<file path="config.mk">
export PLATFORM = sky130hd
export DESIGN_NAME = cfgp_config_protect
export DESIGN_NICKNAME = d
export VERILOG_FILES = /design/src/design/cfgp_pkg.sv /design/src/design/cfgp_block_guard.sv /design/src/design/cfgp_config_protect.sv
export VERILOG_INCLUDE_DIRS = /design/src /design/src/design
export SDC_FILE = /design/constraint.sdc
export NUM_CORES = 1
export LEC_CHECK = 0
export ABC_AREA = 1
export ABC_CLOCK_PERIOD_IN_PS = 2900
export BUFFER_PORTS_ARGS = -buffer_cell sky130_fd_sc_hd__buf_4
export CAP_MARGIN = 20
export CORE_MARGIN = 3
export CORE_UTILIZATION = 34
export DETAILED_ROUTE_END_ITERATION = 7
export SKIP_LAST_GASP = 1
export SLEW_MARGIN = 5
export SYNTH_ARGS = -nofsm -noshare
export SYNTH_HDL_FRONTEND = slang
export SYNTH_SLANG_ARGS = --single-unit
</file>
<file path="constraint.sdc">
create_clock -name i_mclk -period 2.9 [get_ports i_mclk]
set_input_delay 0.58 -clock i_mclk [delete_from_list [all_inputs] [get_ports i_mclk]]
set_output_delay 0.58 -clock i_mclk [all_outputs]
set_load 0.01 [all_outputs]
</file>
<file path="src/design/cfgp_defs.svh">
// Constants for the configuration protection and identification block.
// Assumes a 22-bit programming address space, with one byte per address.
`ifndef CFGP_DEFS_SVH
`define CFGP_DEFS_SVH

// Address width of the programming space
`define CFGP_AW 22

// Byte addresses of the configuration and identification locations
`define CFGP_ADDR_CFG4L 22'h300006
`define CFGP_ADDR_CFG5L 22'h300008
`define CFGP_ADDR_CFG5H 22'h300009
`define CFGP_ADDR_CFG6L 22'h30000A
`define CFGP_ADDR_CFG6H 22'h30000B
`define CFGP_ADDR_CFG7L 22'h30000C
`define CFGP_ADDR_CFG7H 22'h30000D
`define CFGP_ADDR_ID_LO 22'h3FFFFE
`define CFGP_ADDR_ID_HI 22'h3FFFFF

// Erased (factory) value of every configuration byte
`define CFGP_ERASED 8'hFF
// Answer to an unmapped read
`define CFGP_UNMAPPED 8'h00

// Field positions in the low-voltage and boot-size byte
`define CFGP_LV_EN_BIT 2
`define CFGP_BOOT_SIZE_LSB 4
`define CFGP_BOOT_SIZE_MASK 8'h30
// Code protect bits
`define CFGP_BLK0_CODE_BIT 0
`define CFGP_BOOT_CODE_BIT 6
// Special write locks
`define CFGP_CFG_WLOCK_BIT 5
`define CFGP_BOOT_WLOCK_BIT 6
`define CFGP_DATA_WLOCK_BIT 7
// Boot table read lock
`define CFGP_BOOT_RLOCK_BIT 6

// Identification byte layout
`define CFGP_PART_MSB 7
`define CFGP_PART_LSB 5
`define CFGP_REV_MSB 4
`define CFGP_REV_LSB 0
`define CFGP_TOP_REV_BIT 4

// Code memory geometry
`define CFGP_BOOT_UNIT 22'h000800
`define CFGP_BLOCK_SIZE 22'h004000
`define CFGP_MAX_BLOCKS 6

`endif

</file>
<file path="src/design/cfgp_pkg.sv">
// Types shared by the configuration protection block.
// Assumes cfgp_defs.svh supplies the numeric constants.
package cfgp_pkg;

   // Programming entry mode, Gray coded along run -> low -> high voltage
   typedef enum logic [1:0] {
      CFGP_RUN = 2'b00,
      CFGP_LV_PROG = 2'b01,
      CFGP_HV_PROG = 2'b11
   } cfgp_mode_t;

   // Programming space address
   typedef logic [21:0] cfgp_addr_t;

endpackage

</file>
<file path="src/design/cfgp_block_guard.sv">
// Range check and access gate for one code memory block.
// Assumes bounds are stable while an access request is presented.
`timescale 1ns/1ps

module cfgp_block_guard #(
   parameter int AW = 22
) (
   // Access under test
   input wire logic [AW-1:0] i_addr,
   input wire logic [AW-1:0] i_exec_addr,
   // Block bounds, inclusive
   input wire logic [AW-1:0] i_lo,
   input wire logic [AW-1:0] i_hi,
   // Lock bits, one means open
   input wire logic i_wr_open,
   input wire logic i_rd_open,
   // Verdicts
   output logic o_hit,
   output logic o_wr_ok,
   output logic o_rd_ok
);

   logic exec_in;

   // Target and executing code range checks
   assign o_hit = (i_addr >= i_lo) && (i_addr <= i_hi);
   assign exec_in = (i_exec_addr >= i_lo) && (i_exec_addr <= i_hi);

   // Write open only when the lock bit is one
   assign o_wr_ok = o_hit && i_wr_open;
   // Table read from inside the block is always allowed
   assign o_rd_ok = o_hit && (i_rd_open || exec_in);

endmodule

</file>
<file path="src/design/cfgp_config_protect.sv">
// Configuration protection, identification word and programming entry logic.
// Assumes one 20 MHz clock; programmer requests are synchronous single-cycle
// strobes; core memory requests are held until answered combinationally.
`timescale 1ns/1ps
`include "cfgp_defs.svh"

// What this block does
// - Identification word at top address, readable
// - Identification readable regardless of any protection
// - Low byte: part code, revision; high: family
// - Per-block write lock, zero blocks writes
// - Data memory write lock, zero refuses writes
// - Boot block write lock, zero refuses writes
// - Config write lock, zero refuses config writes
// - Per-block table read lock against other blocks
// - Blocks four, five only if present
// - Boot size frozen once boot/block0 protected
// - Low-voltage enable erased value is one
// - Enable zero makes entry pin ordinary I/O
// - Low-voltage enable writable only in high-voltage
// - Enable zero ignores low-voltage entry
// - High-voltage entry always honoured
// - Entry pin dedicated during low-voltage mode
module cfgp_config_protect #(
   parameter int NUM_BLOCKS = 4,
   parameter logic [7:0] FAMILY_CODE = 8'h5A,  // Arbitrary value
   parameter logic [2:0] PART_CODE = 3'h5,     // Arbitrary value
   parameter logic [4:0] REV_CODE = 5'h01      // Arbitrary value
) (
   // Clock and reset
   input wire logic i_mclk,
   input wire logic i_nrst,
   // Programming entry detection
   input wire logic i_high_entry_voltage,
   input wire logic i_prog_entry_pin,
   // Programmer access to configuration and identification
   input wire logic i_cfg_we,
   input wire logic i_cfg_re,
   input wire logic [21:0] i_cfg_addr,
   input wire logic [7:0] i_cfg_wdata,
   output logic [7:0] o_cfg_rdata,
   output logic o_cfg_rvalid,
   output logic o_cfg_wack,
   output logic o_cfg_wrefused,
   // Code memory write and table read checks
   input wire logic i_code_wr_req,
   input wire logic i_code_rd_req,
   input wire logic [21:0] i_code_addr,
   input wire logic [21:0] i_exec_addr,
   output logic o_code_wr_ok,
   output logic o_code_rd_ok,
   // Data memory write check
   input wire logic i_data_wr_req,
   output logic o_data_wr_ok,
   // Programming state
   output logic o_prog_active,
   output logic o_prog_high_voltage,
   output logic o_prog_entry_pin_gpio,
   output logic [2:0] o_boot_size_field
);

   // Guard count includes the boot block
   localparam int NG = NUM_BLOCKS + 1;
   // Lock byte bits of the blocks that exist
   localparam logic [7:0] BLK_MASK = 8'((1 << NUM_BLOCKS) - 1);

   // Stored configuration bytes
   // Code protect bytes only feed the boot size freeze here
   logic [7:0] debug_lvp_config_low_q;
   logic [7:0] code_protect_low_q;
   logic [7:0] code_protect_high_q;
   logic [7:0] write_protect_blocks_q;
   logic [7:0] write_protect_special_q;
   logic [7:0] table_read_protect_blocks_q;
   logic [7:0] table_read_protect_special_q;

   // Programmer port state
   logic [7:0] cfg_rdata_q;
   logic [7:0] cfg_rdata_d;
   logic cfg_rvalid_q;
   logic cfg_wack_q;
   logic cfg_wrefused_q;

   // Mode machine
   cfgp_pkg::cfgp_mode_t mode_q;
   cfgp_pkg::cfgp_mode_t mode_d;

   // Derived protection view
   logic low_voltage_prog_enable;
   logic [1:0] boot_size_field;
   logic boot_size_locked;
   logic config_write_lock;
   logic data_mem_write_lock;
   logic boot_write_lock;
   logic boot_read_lock;
   logic boot_code_protect;
   logic block0_code_protect;
   logic cfg_write_allowed;
   logic [7:0] part_revision_byte;
   logic [7:0] part_family_byte;
   logic [7:0] wr_lock_eff;
   logic [7:0] rd_lock_eff;
   logic [21:0] boot_hi;

   // Guard arrays, index 0 is the boot block
   logic [21:0] grd_lo [NG];
   logic [21:0] grd_hi [NG];
   logic [NG-1:0] grd_wr_open;
   logic [NG-1:0] grd_rd_open;
   logic [NG-1:0] grd_hit;
   logic [NG-1:0] grd_wr_ok;
   logic [NG-1:0] grd_rd_ok;

   // Entry enable and boot size fields
   assign low_voltage_prog_enable = debug_lvp_config_low_q[`CFGP_LV_EN_BIT];
   assign boot_size_field = debug_lvp_config_low_q[`CFGP_BOOT_SIZE_LSB +: 2];

   // Special write locks, one means open
   assign config_write_lock = write_protect_special_q[`CFGP_CFG_WLOCK_BIT];
   assign data_mem_write_lock = write_protect_special_q[`CFGP_DATA_WLOCK_BIT];
   assign boot_write_lock = write_protect_special_q[`CFGP_BOOT_WLOCK_BIT];

   // Boot read lock and code protect bits, one means open
   assign boot_read_lock = table_read_protect_special_q[`CFGP_BOOT_RLOCK_BIT];
   assign boot_code_protect = code_protect_high_q[`CFGP_BOOT_CODE_BIT];
   assign block0_code_protect = code_protect_low_q[`CFGP_BLK0_CODE_BIT];

   // Absent blocks read as unlocked ones
   assign wr_lock_eff = write_protect_blocks_q | ~BLK_MASK;
   assign rd_lock_eff = table_read_protect_blocks_q | ~BLK_MASK;

   // Boot size frozen when any boot or block 0 protection is on
   // Any of these at zero freezes the field, so a protected boot
   // region cannot be resized to expose or shift protected code
   assign boot_size_locked = !boot_code_protect || !block0_code_protect ||
      !boot_write_lock || !wr_lock_eff[0] ||
      !boot_read_lock || !rd_lock_eff[0];

   // Config writes only in programming and while unlocked
   // Running code never rewrites configuration through this port
   assign cfg_write_allowed = (mode_q != cfgp_pkg::CFGP_RUN) && config_write_lock;

   // Identification word, never masked by protection
   assign part_revision_byte = {PART_CODE, REV_CODE};
   assign part_family_byte = FAMILY_CODE;

   // Boot block end grows with the size field, widest at code 2
   // Size code 3, the erased value, acts as code 2
   always_comb begin
      case (boot_size_field)
         2'b00: boot_hi = `CFGP_BOOT_UNIT - 22'h000001;
         2'b01: boot_hi = (`CFGP_BOOT_UNIT << 1) - 22'h000001;
         default: boot_hi = (`CFGP_BOOT_UNIT << 2) - 22'h000001;
      endcase
   end

   // Block bounds and lock bits for every guard
   always_comb begin
      grd_lo[0] = 22'h000000;
      grd_hi[0] = boot_hi;
      grd_wr_open[0] = boot_write_lock;
      grd_rd_open[0] = boot_read_lock;
      for (int i = 1; i < NG; i++) begin
         grd_lo[i] = (i == 1) ? boot_hi + 22'h000001 : 22'((i - 1) * `CFGP_BLOCK_SIZE);
         grd_hi[i] = 22'(i * `CFGP_BLOCK_SIZE) - 22'h000001;
         grd_wr_open[i] = wr_lock_eff[i-1];
         grd_rd_open[i] = rd_lock_eff[i-1];
      end
   end

   // One guard per code block
   // The boot guard sits at index 0, so block n uses guard n+1
   // and lock bit n of the block lock bytes
   for (genvar g = 0; g < NG; g++) begin : gen_guard
      cfgp_block_guard #(
         .AW(`CFGP_AW)
      ) u_guard (
         .i_addr(i_code_addr),
         .i_exec_addr(i_exec_addr),
         .i_lo(grd_lo[g]),
         .i_hi(grd_hi[g]),
         .i_wr_open(grd_wr_open[g]),
         .i_rd_open(grd_rd_open[g]),
         .o_hit(grd_hit[g]),
         .o_wr_ok(grd_wr_ok[g]),
         .o_rd_ok(grd_rd_ok[g])
      );
   end

   // Suppress forbidden accesses; addresses past the last block never pass
   // Verdicts only read the stored bytes, so a refused access
   // can never disturb configuration contents
   assign o_code_wr_ok = i_code_wr_req && (|grd_wr_ok);
   assign o_code_rd_ok = i_code_rd_req && (|grd_rd_ok);
   assign o_data_wr_ok = i_data_wr_req && data_mem_write_lock;

   // Next programming mode
   // High voltage wins over the entry pin in every state, so a part
   // with low-voltage entry disabled can always be recovered
   // Dropping the high voltage always returns to normal running
   always_comb begin
      mode_d = mode_q;
      case (mode_q)
         cfgp_pkg::CFGP_RUN: begin
            if (i_high_entry_voltage) begin
               mode_d = cfgp_pkg::CFGP_HV_PROG;
            end else if (i_prog_entry_pin && low_voltage_prog_enable) begin
               mode_d = cfgp_pkg::CFGP_LV_PROG;
            end
         end
         cfgp_pkg::CFGP_LV_PROG: begin
            if (i_high_entry_voltage) begin
               mode_d = cfgp_pkg::CFGP_HV_PROG;
            end else if (!i_prog_entry_pin) begin
               mode_d = cfgp_pkg::CFGP_RUN;
            end
         end
         cfgp_pkg::CFGP_HV_PROG: begin
            if (!i_high_entry_voltage) begin
               mode_d = cfgp_pkg::CFGP_RUN;
            end
         end
         default: mode_d = cfgp_pkg::CFGP_RUN;
      endcase
   end

   // Mode register
   always_ff @(posedge i_mclk or negedge i_nrst) begin
      if (!i_nrst) begin
         mode_q <= cfgp_pkg::CFGP_RUN;
      end else begin
         mode_q <= mode_d;
      end
   end

   // Mode outputs
   assign o_prog_active = (mode_q != cfgp_pkg::CFGP_RUN);
   assign o_prog_high_voltage = (mode_q == cfgp_pkg::CFGP_HV_PROG);
   // Pin is I/O only with enable cleared and never in low-voltage mode
   // Low-voltage mode keeps the pin dedicated until the mode is left
   assign o_prog_entry_pin_gpio = !low_voltage_prog_enable &&
      (mode_q != cfgp_pkg::CFGP_LV_PROG);
   assign o_boot_size_field = {1'b0, boot_size_field};

   // Configuration bytes; erased factory state is all ones
   always_ff @(posedge i_mclk or negedge i_nrst) begin
      if (!i_nrst) begin
         debug_lvp_config_low_q <= `CFGP_ERASED;
         code_protect_low_q <= `CFGP_ERASED;
         code_protect_high_q <= `CFGP_ERASED;
         write_protect_blocks_q <= `CFGP_ERASED;
         write_protect_special_q <= `CFGP_ERASED;
         table_read_protect_blocks_q <= `CFGP_ERASED;
         table_read_protect_special_q <= `CFGP_ERASED;
      end else if (i_cfg_we && cfg_write_allowed) begin
         if (i_cfg_addr == `CFGP_ADDR_CFG4L) begin
            // Enable bit keeps its value outside high-voltage entry
            if (mode_q == cfgp_pkg::CFGP_HV_PROG) begin
               debug_lvp_config_low_q[`CFGP_LV_EN_BIT] <= i_cfg_wdata[`CFGP_LV_EN_BIT];
            end
            // Frozen size bits are ignored, not refused; the write still
            // acknowledges so the other bits of the byte can change
            if (!boot_size_locked) begin
               debug_lvp_config_low_q[`CFGP_BOOT_SIZE_LSB +: 2] <=
                  i_cfg_wdata[`CFGP_BOOT_SIZE_LSB +: 2];
            end
            debug_lvp_config_low_q[1:0] <= i_cfg_wdata[1:0];
            debug_lvp_config_low_q[3] <= i_cfg_wdata[3];
            debug_lvp_config_low_q[7:6] <= i_cfg_wdata[7:6];
         end else if (i_cfg_addr == `CFGP_ADDR_CFG5L) begin
            code_protect_low_q <= i_cfg_wdata;
         end else if (i_cfg_addr == `CFGP_ADDR_CFG5H) begin
            code_protect_high_q <= i_cfg_wdata;
         end else if (i_cfg_addr == `CFGP_ADDR_CFG6L) begin
            write_protect_blocks_q <= i_cfg_wdata | ~BLK_MASK;
         end else if (i_cfg_addr == `CFGP_ADDR_CFG6H) begin
            write_protect_special_q <= i_cfg_wdata;
         end else if (i_cfg_addr == `CFGP_ADDR_CFG7L) begin
            table_read_protect_blocks_q <= i_cfg_wdata | ~BLK_MASK;
         end else if (i_cfg_addr == `CFGP_ADDR_CFG7H) begin
            table_read_protect_special_q <= i_cfg_wdata;
         end
      end
   end

   // Write answer: accepted or refused, one cycle after the strobe
   // A held strobe is answered once for every edge that takes it
   // Refusal leaves every stored byte as it was
   always_ff @(posedge i_mclk or negedge i_nrst) begin
      if (!i_nrst) begin
         cfg_wack_q <= 1'b0;
         cfg_wrefused_q <= 1'b0;
      end else begin
         cfg_wack_q <= i_cfg_we && cfg_write_allowed;
         cfg_wrefused_q <= i_cfg_we && !cfg_write_allowed;
      end
   end

   // Read decode; identification is never gated
   // Block lock bytes read back with absent blocks forced open
   // Unmapped addresses answer zero rather than stale data
   always_comb begin
      if (i_cfg_addr == `CFGP_ADDR_ID_LO) begin
         cfg_rdata_d = part_revision_byte;
      end else if (i_cfg_addr == `CFGP_ADDR_ID_HI) begin
         cfg_rdata_d = part_family_byte;
      end else if (i_cfg_addr == `CFGP_ADDR_CFG4L) begin
         cfg_rdata_d = debug_lvp_config_low_q;
      end else if (i_cfg_addr == `CFGP_ADDR_CFG5L) begin
         cfg_rdata_d = code_protect_low_q;
      end else if (i_cfg_addr == `CFGP_ADDR_CFG5H) begin
         cfg_rdata_d = code_protect_high_q;
      end else if (i_cfg_addr == `CFGP_ADDR_CFG6L) begin
         cfg_rdata_d = wr_lock_eff;
      end else if (i_cfg_addr == `CFGP_ADDR_CFG6H) begin
         cfg_rdata_d = write_protect_special_q;
      end else if (i_cfg_addr == `CFGP_ADDR_CFG7L) begin
         cfg_rdata_d = rd_lock_eff;
      end else if (i_cfg_addr == `CFGP_ADDR_CFG7H) begin
         cfg_rdata_d = table_read_protect_special_q;
      end else begin
         cfg_rdata_d = `CFGP_UNMAPPED;
      end
   end

   // Read data and valid, one cycle after the strobe
   always_ff @(posedge i_mclk or negedge i_nrst) begin
      if (!i_nrst) begin
         cfg_rdata_q <= 8'h00;
         cfg_rvalid_q <= 1'b0;
      end else begin
         cfg_rvalid_q <= i_cfg_re;
         if (i_cfg_re) begin
            cfg_rdata_q <= cfg_rdata_d;
         end
      end
   end

   // Programmer port outputs
   assign o_cfg_rdata = cfg_rdata_q;
   assign o_cfg_rvalid = cfg_rvalid_q;
   assign o_cfg_wack = cfg_wack_q;
   assign o_cfg_wrefused = cfg_wrefused_q;

endmodule

</file>
== Word-level counts from Yosys, hierarchy flattened ==
Cells that the tools add are included.

* Register bits after elaboration: 61
* Input bits: 83
* Logic and storage cells: 135

* Add/sub/neg operators: 1
* $lt $le $gt $ge: 20
* Equality and inequality tests: 16
* Mux-type cells: 16
* Bitwise logic cells: 7
* Reductions and logical operators: 61

{| class="wikitable"
|+ Operators with widths
! operator !! number
|-
| == test 22 bit, second input constant || 9
|-
| >= comparator 22 x 16 -> 1 bit, second input constant || 4
|-
| less-or-equal comparator 22 x 16 -> 1 bit, second input constant || 4
|-
| two-way mux 8 bit || 9
|-
| >= comparator 22 x 1 -> 1 bit, second input constant || 2
|-
| >= comparator 22 x 14 -> 1 bit || 2
|-
| >= comparator 22 x 15 -> 1 bit, second input constant || 2
|-
| less-or-equal comparator 22 x 13 -> 1 bit || 2
|-
| less-or-equal comparator 22 x 14 -> 1 bit, second input constant || 2
|-
| less-or-equal comparator 22 x 15 -> 1 bit, second input constant || 2
|-
| logical AND 1 bit || 28
|-
| one-hot mux 13 bit (2 select lines) || 1
|-
| adder 13 x 1 -> 14 bit, second input constant || 1
|-
| AND reduction 3 bit || 4
|-
| logical OR 1 bit || 10
|-
| two-way mux 2 bit || 5
|-
| OR reduction 5 bit || 2
|-
| logical NOT 1 bit || 8
|-
| AND reduction 8 bit || 1
|-
| NOT 1 bit || 7
|-
| AND reduction 7 bit || 1
|-
| != test 3 bit, second input constant || 2
|-
| one-hot mux 2 bit (3 select lines) || 1
|-
| AND reduction 6 bit || 1
|-
| other kinds (9) || 11
|}

== Longest topological paths before layout ==
* Depth after elaboration: 10
* Mapped depth: 16
* Gate-level depth less buffers: 15

== Cells and area by module ==
Synthesis repeated with hierarchy kept, for this count alone.

* Cell total of the unflattened synthesis: 2434
* Area, all modules: 15377.2 um^2

{| class="wikitable"
|+ By module, submodules not included
! module !! instances !! cells an instance !! area an instance (um^2) !! seq. area each (um^2)
|-
| cfgp_block_guard || 5 || 395 || 2356.0 || 0.0
|-
| cfgp_config_protect || 1 || 459 || 3597.2 || 1586.5
|}

== Worst setup path before layout ==
OpenSTA, ideal clock, no wires.

* Path type: register to output
* Start: reg debug_lvp_config_low_q[5]
* End: out o_code_rd_ok
* Arrival: 1701 ps
* Path slack: 619 ps
* Stages on the path, launching flop included: 13
* Path through: dfstp_2 nor2_1 inv_1 ha_1 nor2_1 nand3_1 nor4_1 nor2_1 o21ai_0 nand2_1 nand3_1 nand2_1 inv_1

* Longest elaborated chain between the ends: 9
* Elaborated cells between the ends (all ways): 18
* Those cells by class: add/sub: 1; order compare: 4; eq/ne: 1; mux: 1; reduce/logical: 11

{| class="wikitable"
|+ Ends and longest elaborated chain
! what !! line !! text
|-
| start: declaration || cfgp_config_protect.sv:69 || <nowiki>logic [7:0] debug_lvp_config_low_q;</nowiki>
|-
| start signal: assignment || cfgp_config_protect.sv:248 || <nowiki>debug_lvp_config_low_q <= `CFGP_ERASED;</nowiki>
|-
| start signal: indexed assignment || cfgp_config_protect.sv:259 || <nowiki>debug_lvp_config_low_q[`CFGP_LV_EN_BIT] <= i_cfg_wdata[`CFGP_LV_EN_BIT];</nowiki>
|-
| start signal: indexed assignment || cfgp_config_protect.sv:264 || <nowiki>debug_lvp_config_low_q[`CFGP_BOOT_SIZE_LSB +: 2] <=</nowiki>
|-
| == test 2 x 1 -> 1 bit or logical NOT 2 bit (tied branches) || cfgp_config_protect.sv:150 || <nowiki>case (boot_size_field)</nowiki>
|-
| one-hot mux 13 bit (2 select lines) (*) || cfgp_config_protect.sv:150 ||
|-
| adder 13 x 1 -> 14 bit || -- ||
|-
| >= comparator 22 x 14 -> 1 bit || cfgp_block_guard.sv:27 || <nowiki>assign exec_in = (i_exec_addr >= i_lo) && (i_exec_addr <= i_hi);</nowiki>
|-
| logical AND 1 bit || cfgp_block_guard.sv:27 ||
|-
| logical OR 1 bit || cfgp_block_guard.sv:32 || <nowiki>assign o_rd_ok = o_hit && (i_rd_open || exec_in);</nowiki>
|-
| logical AND 1 bit || cfgp_block_guard.sv:32 ||
|-
| OR reduction 5 bit (*) || cfgp_config_protect.sv:194 || <nowiki>assign o_code_rd_ok = i_code_rd_req && (|grd_rd_ok);</nowiki>
|-
| logical AND 1 bit (*) || cfgp_config_protect.sv:194 ||
|-
| end: declaration || cfgp_config_protect.sv:51 || <nowiki>output logic o_code_rd_ok,</nowiki>
|}

Every way passes the cells marked *; elsewhere a longest branch is shown, timed or not.

== Final worst setup path ==
Ends and elaborated chain as after synthesis.

==> reports/results.env <==
STATUS='complete, no violations'
TRITONCTS.NUM_BUFFERS=9
VIA_PER_INST=4.85
COMBPWRFRAC_PCT=9.9
POST-DP-HPWL_MM=8.20
POWER.DENSITY_CELL_AREA_mW_PER_MM2=432
PLACE.GP.CONGESTION=0.824
ROUTE.ANTENNA.REMAINING_NETS=0
GRT_START_MAX_NET_PINS=62
SYN-MEAN-INSTANCE-AREA_UM2=7.65
INTERNAL_POWER_W=0.00170
WORST-SETUP-PATH-TYPE='flip-flop to output port'
YOSYSWARNINGCOUNT=0
SHARE_OF_FLIP_FLOPS_WITH_AN_ASYNCHRONOUS_SET_OR_RESET_PCT=100
FP.DIEAREA_MM2=0.0127
PLACEMENT.IO_BUFFERS=101
SETUP-VIOLATIONS-FINAL=0
GRT_PASS1_VIAS=3586
ROUTED_WL_MM=10.4
LEAST_MARGIN_PIN_SLEW_NS=0.772
DETAIL_ROUTE.WL_PER_CELL_UM=13.8
CP.ARRIVAL_NS=2.16
ANTENNA_CELLS_INSERTED=0
TIMING.FINAL.CRIT_PERIOD_NS=2.74
IR_DROP_V=0.000237
NET-SWITCHING-POWER_W=0.000485
FINAL_CELL_COUNT_NO_FILL=755
TOTAL_PLACED_INSTANCE_AREA_MM2=0.00473
REQUIRED_NS=2.32
END_KIND='output port'
LAYOUT.NETS=701
VIA_COUNT=3663
NUMBER_OF_MAXIMUM_CAPACITANCE_VIOLATIONS=0
SYNTH_LARGEST_AREA_CELL='dfstp_2'
PIN_COUNT=103
CTS_MAX_LEVEL=3
RR_WORST_DEPTH=4
CHIPWIDTH_UM=113
SYNTHESIS.AREA_MM2=0.00387
CLKSLEWWORSTSETUPHOLDPATHS_NS=0.05
POST_ROUTE_SETUP_TNS_NS=0
SYNTH_EDF_COUNT=0
MAX_SLEW_MARGIN_PCT=48.5
SYNTH_TOP_CELLS_BY_AREA='dfstp_2, nand2_1, dfrtp_1'
SYN_TO_FINAL_GROWTH_PCT=31.0
FINAL.PERIOD_UTILIZATION_PCT=94.4
SHARE_OF_TOTAL_POWER_IN_THE_CLOCK_NETWORK_PCT=50.3
ROUTE.DETAILED.DRC=0
CORE_REGION_AREA_MM2=0.0110
WORST_HOLD_PATH_TYPE='input port to asynchronous set/reset pin'
FINAL_CORE_UTILIZATION_PCT=46.2
GRT_FIRST_PASS_WIRELENGTH_MM=17.2
FINALHOLDVIOLCOUNT=0
SYNTH_NETS=597
NETSWITCHINGFRACTION_PCT=22.2
SYNTH_LARGEST_TYPE_AREA_FRACTION_PCT=32.6
CLOCK_INSERTION_DELAY_WORST_SKEW_NS=0.32
DISTINCT_CELL_TYPE_COUNT_OF_THE_SYNTHESIZED_NETLIST=46
CRIT_FANOUT=5
GRT_SETUP_UNREPAIRED='true'
CTS_MAX_PATH_BUFFERS=2
TIMING.FMAX_MHz=365
INITIALDRTVIOLATIONCOUNT=147
TIMING.CLOCK.SKEW_NS=0.00585
GRT_USAGE_PCT=16.6
FINAL_AREA_MM2=0.00507
CP-START-KIND='flip-flop'
SYN_INST=506
CLOCK-SINKS=61
ROWS=38
START_UTIL_PCT=35.2
WORST_CASE_REGISTER_TO_REGISTER_SETUP_SLACK_NS=1.19
CHIPHEIGHT_UM=113
DRTPASS1ITERATIONS=5
FINAL_LAYOUT_SIZE_SUFFIX_GT1_SHARE_PCT=35.6
TRITONCTS_CLOCK_TREE='yes'
NUMBER_OF_ANTENNA_VIOLATIONS_AT_THE_FIRST_CHECK_IN_GLOBAL_ROUTING=0
STATIC-LEAKAGE-POWER_nW=2.34
ROOT_BUFFER='clkbuf_16'
SYNTH.YOSYS.SEQ_AREA_SHARE_PCT=41.0
YS_FF_LATCH=61
POST-PLACE-CELLS=738
SYNTH_FF_TYPE='dfstp_2'
POWER.SHARE.SEQUENTIAL_PCT=39.7
NUMBER_OF_PINS_EXCEEDING_THEIR_MAX_SLEW_LIMIT_IN_THE_FINAL_REPORT=0
GRT_OVERFLOW=0
[layout make-up]
class / instances / area (µm²)
clock buffers: 13 / 270
multi-input cells: 379 / 2010
clock inverters: 3 / 42.5
fillers: 1114 / 5910
flip-flops and latches: 61 / 1590
inverters: 56 / 215
well taps: 140 / 175
repair buffers: 103 / 773
[state kept, by name (all words and copies together), names as in the netlist]
register and cells:
code_protect_high_q 8, o_cfg_wack 1, o_cfg_rvalid 1, table_read_protect_blocks_q 4, mode_q 2, o_cfg_rdata 8, write_protect_special_q 8, o_cfg_wrefused 1
write_protect_blocks_q 4, table_read_protect_special_q 8, debug_lvp_config_low_q 8, code_protect_low_q 8
[cell families after synthesis]
kind of cell	Yosys count	synth area share, %
other	1	0.0969
AOI/OAI and AO/OA	89	12.8
buffers and inverters	66	7.56
and+or+nand+nor	281	35.9
DFF	61	41.0
adders and majority gates	8	2.59
[synthesized netlist by cell type, types with 2 or more instances]
| cell | n |
|---|---|
| buf_4 | 5 |
| nand2_1 | 137 |
| nand2_2 | 8 |
| nor3b_1 | 2 |
| inv_2 | 6 |
| nor2_4 | 4 |
| dfrtp_1 | 13 |
| buf_2 | 2 |
| nor3_2 | 2 |
| a21oi_1 | 18 |
| ha_1 | 8 |
| dfstp_2 | 48 |
| nor2_1 | 52 |
| o21ai_1 | 20 |
| nand4_1 | 20 |
| nor4_1 | 2 |
| nand3_1 | 24 |
| o21ai_0 | 33 |
| nand3_4 | 2 |
| inv_1 | 48 |
| o22ai_1 | 5 |
| nand2_4 | 2 |
| o21ai_2 | 9 |
| nor3_1 | 8 |
| nor2_2 | 5 |
| nand4_2 | 3 |
[power by group through the flow]
stage	Clock, W	Sequential (W)	Combinational, W
after floorplan	0	0.000883	0.0000702
after global placement	0	0.000881	0.000215
after detailed placement	0	0.000882	0.000219
after CTS	0.00112	0.000869	0.000220
after global routing	0.00115	0.000871	0.000243
final	0.00110	0.000870	0.000217
[worst max-delay path, cell delays in order (launching register included)]
cell and delay (ns):
dfstp_2 0.57, nor2_2 0.07, inv_1 0.08, ha_1 0.25
nor2_2 0.12, nand3_1 0.09, nor4_2 0.14, nor2_1 0.08
o21ai_1 0.12, nand2_1 0.06, nand3_1 0.07, nand2_1 0.05
inv_1 0.05, buf_4 0.11
[repair_timing]
| item | in CTS | in global routing |
|---|---|---|
| resized for setup | 1 | 4 |
| buffers inserted | 1 | 0 |
| endpoints found under the setup margin | 1 | 2 |
| hold buffers | 0 | 0 |
| pin swaps | 0 | 1 |
| cloned | 0 | 0 |
[stage by stage]
stage	total power, W	hold WS (ns)	worst slack, ns
after global routing	0.00226	0.385	-0.0146
after floorplan	0.000953	0.284	0.619
after CTS	0.00221	0.358	0.0105
after global placement	0.00110	0.463	0.363
final	0.00219	0.322	0.161
after detailed placement	0.00110	0.466	0.288
[placed cells by master (no fill, tap or decap), drive strengths merged]
master    Yosys  layout
nor4          4       4
conb          1       1
dfstp        48      48
nand3        27      27
nand3b        1       1
clkinv        2       3
and3          1       1
dfrtp        13      13
nor3b         2       2
clkbuf        1      13
a21boi        1       1
buf           9     103
o221ai        1       1
or2           1       1
a211oi        1       1
a21oi        18      18
o211ai        1       1
ha            8       8
clkinvlp      0       1
nand4        24      24
bufinv        0       1
nand2       147     147
inv          54      54
o22ai         5       5
nor2         62      62
nor3         11      11
or3           1       1
o21ai        62      62
[final timing paths]
path | from | end
worst max register to register | write_protect_special_q[5]$_DFFE_PN1P_ | code_protect_high_q[1]$_DFFE_PN1P_
worst min register to register | code_protect_low_q[7]$_DFFE_PN1P_ | code_protect_low_q[7]$_DFFE_PN1P_
worst min-delay path | i_nrst | o_cfg_rvalid$_DFF_PN0_
worst max-delay path | debug_lvp_config_low_q[5]$_DFFE_PN1P_ | o_code_rd_ok
max in group asynchronous | i_nrst | o_cfg_rdata[5]$_DFFE_PN0P_
min in group i_mclk | i_cfg_re | o_cfg_rvalid$_DFF_PN0_
[metal layers]
metal,global-route usage [%],vias to the layer above,part of all wire (%)
li1,-,1881,-
met5,0,-,0
met2,28.6,82,50
met3,2.67,10,5.0
met1,21.7,1690,44
met4,4.81,0,1.3
(Power assumes the default switching activity.)
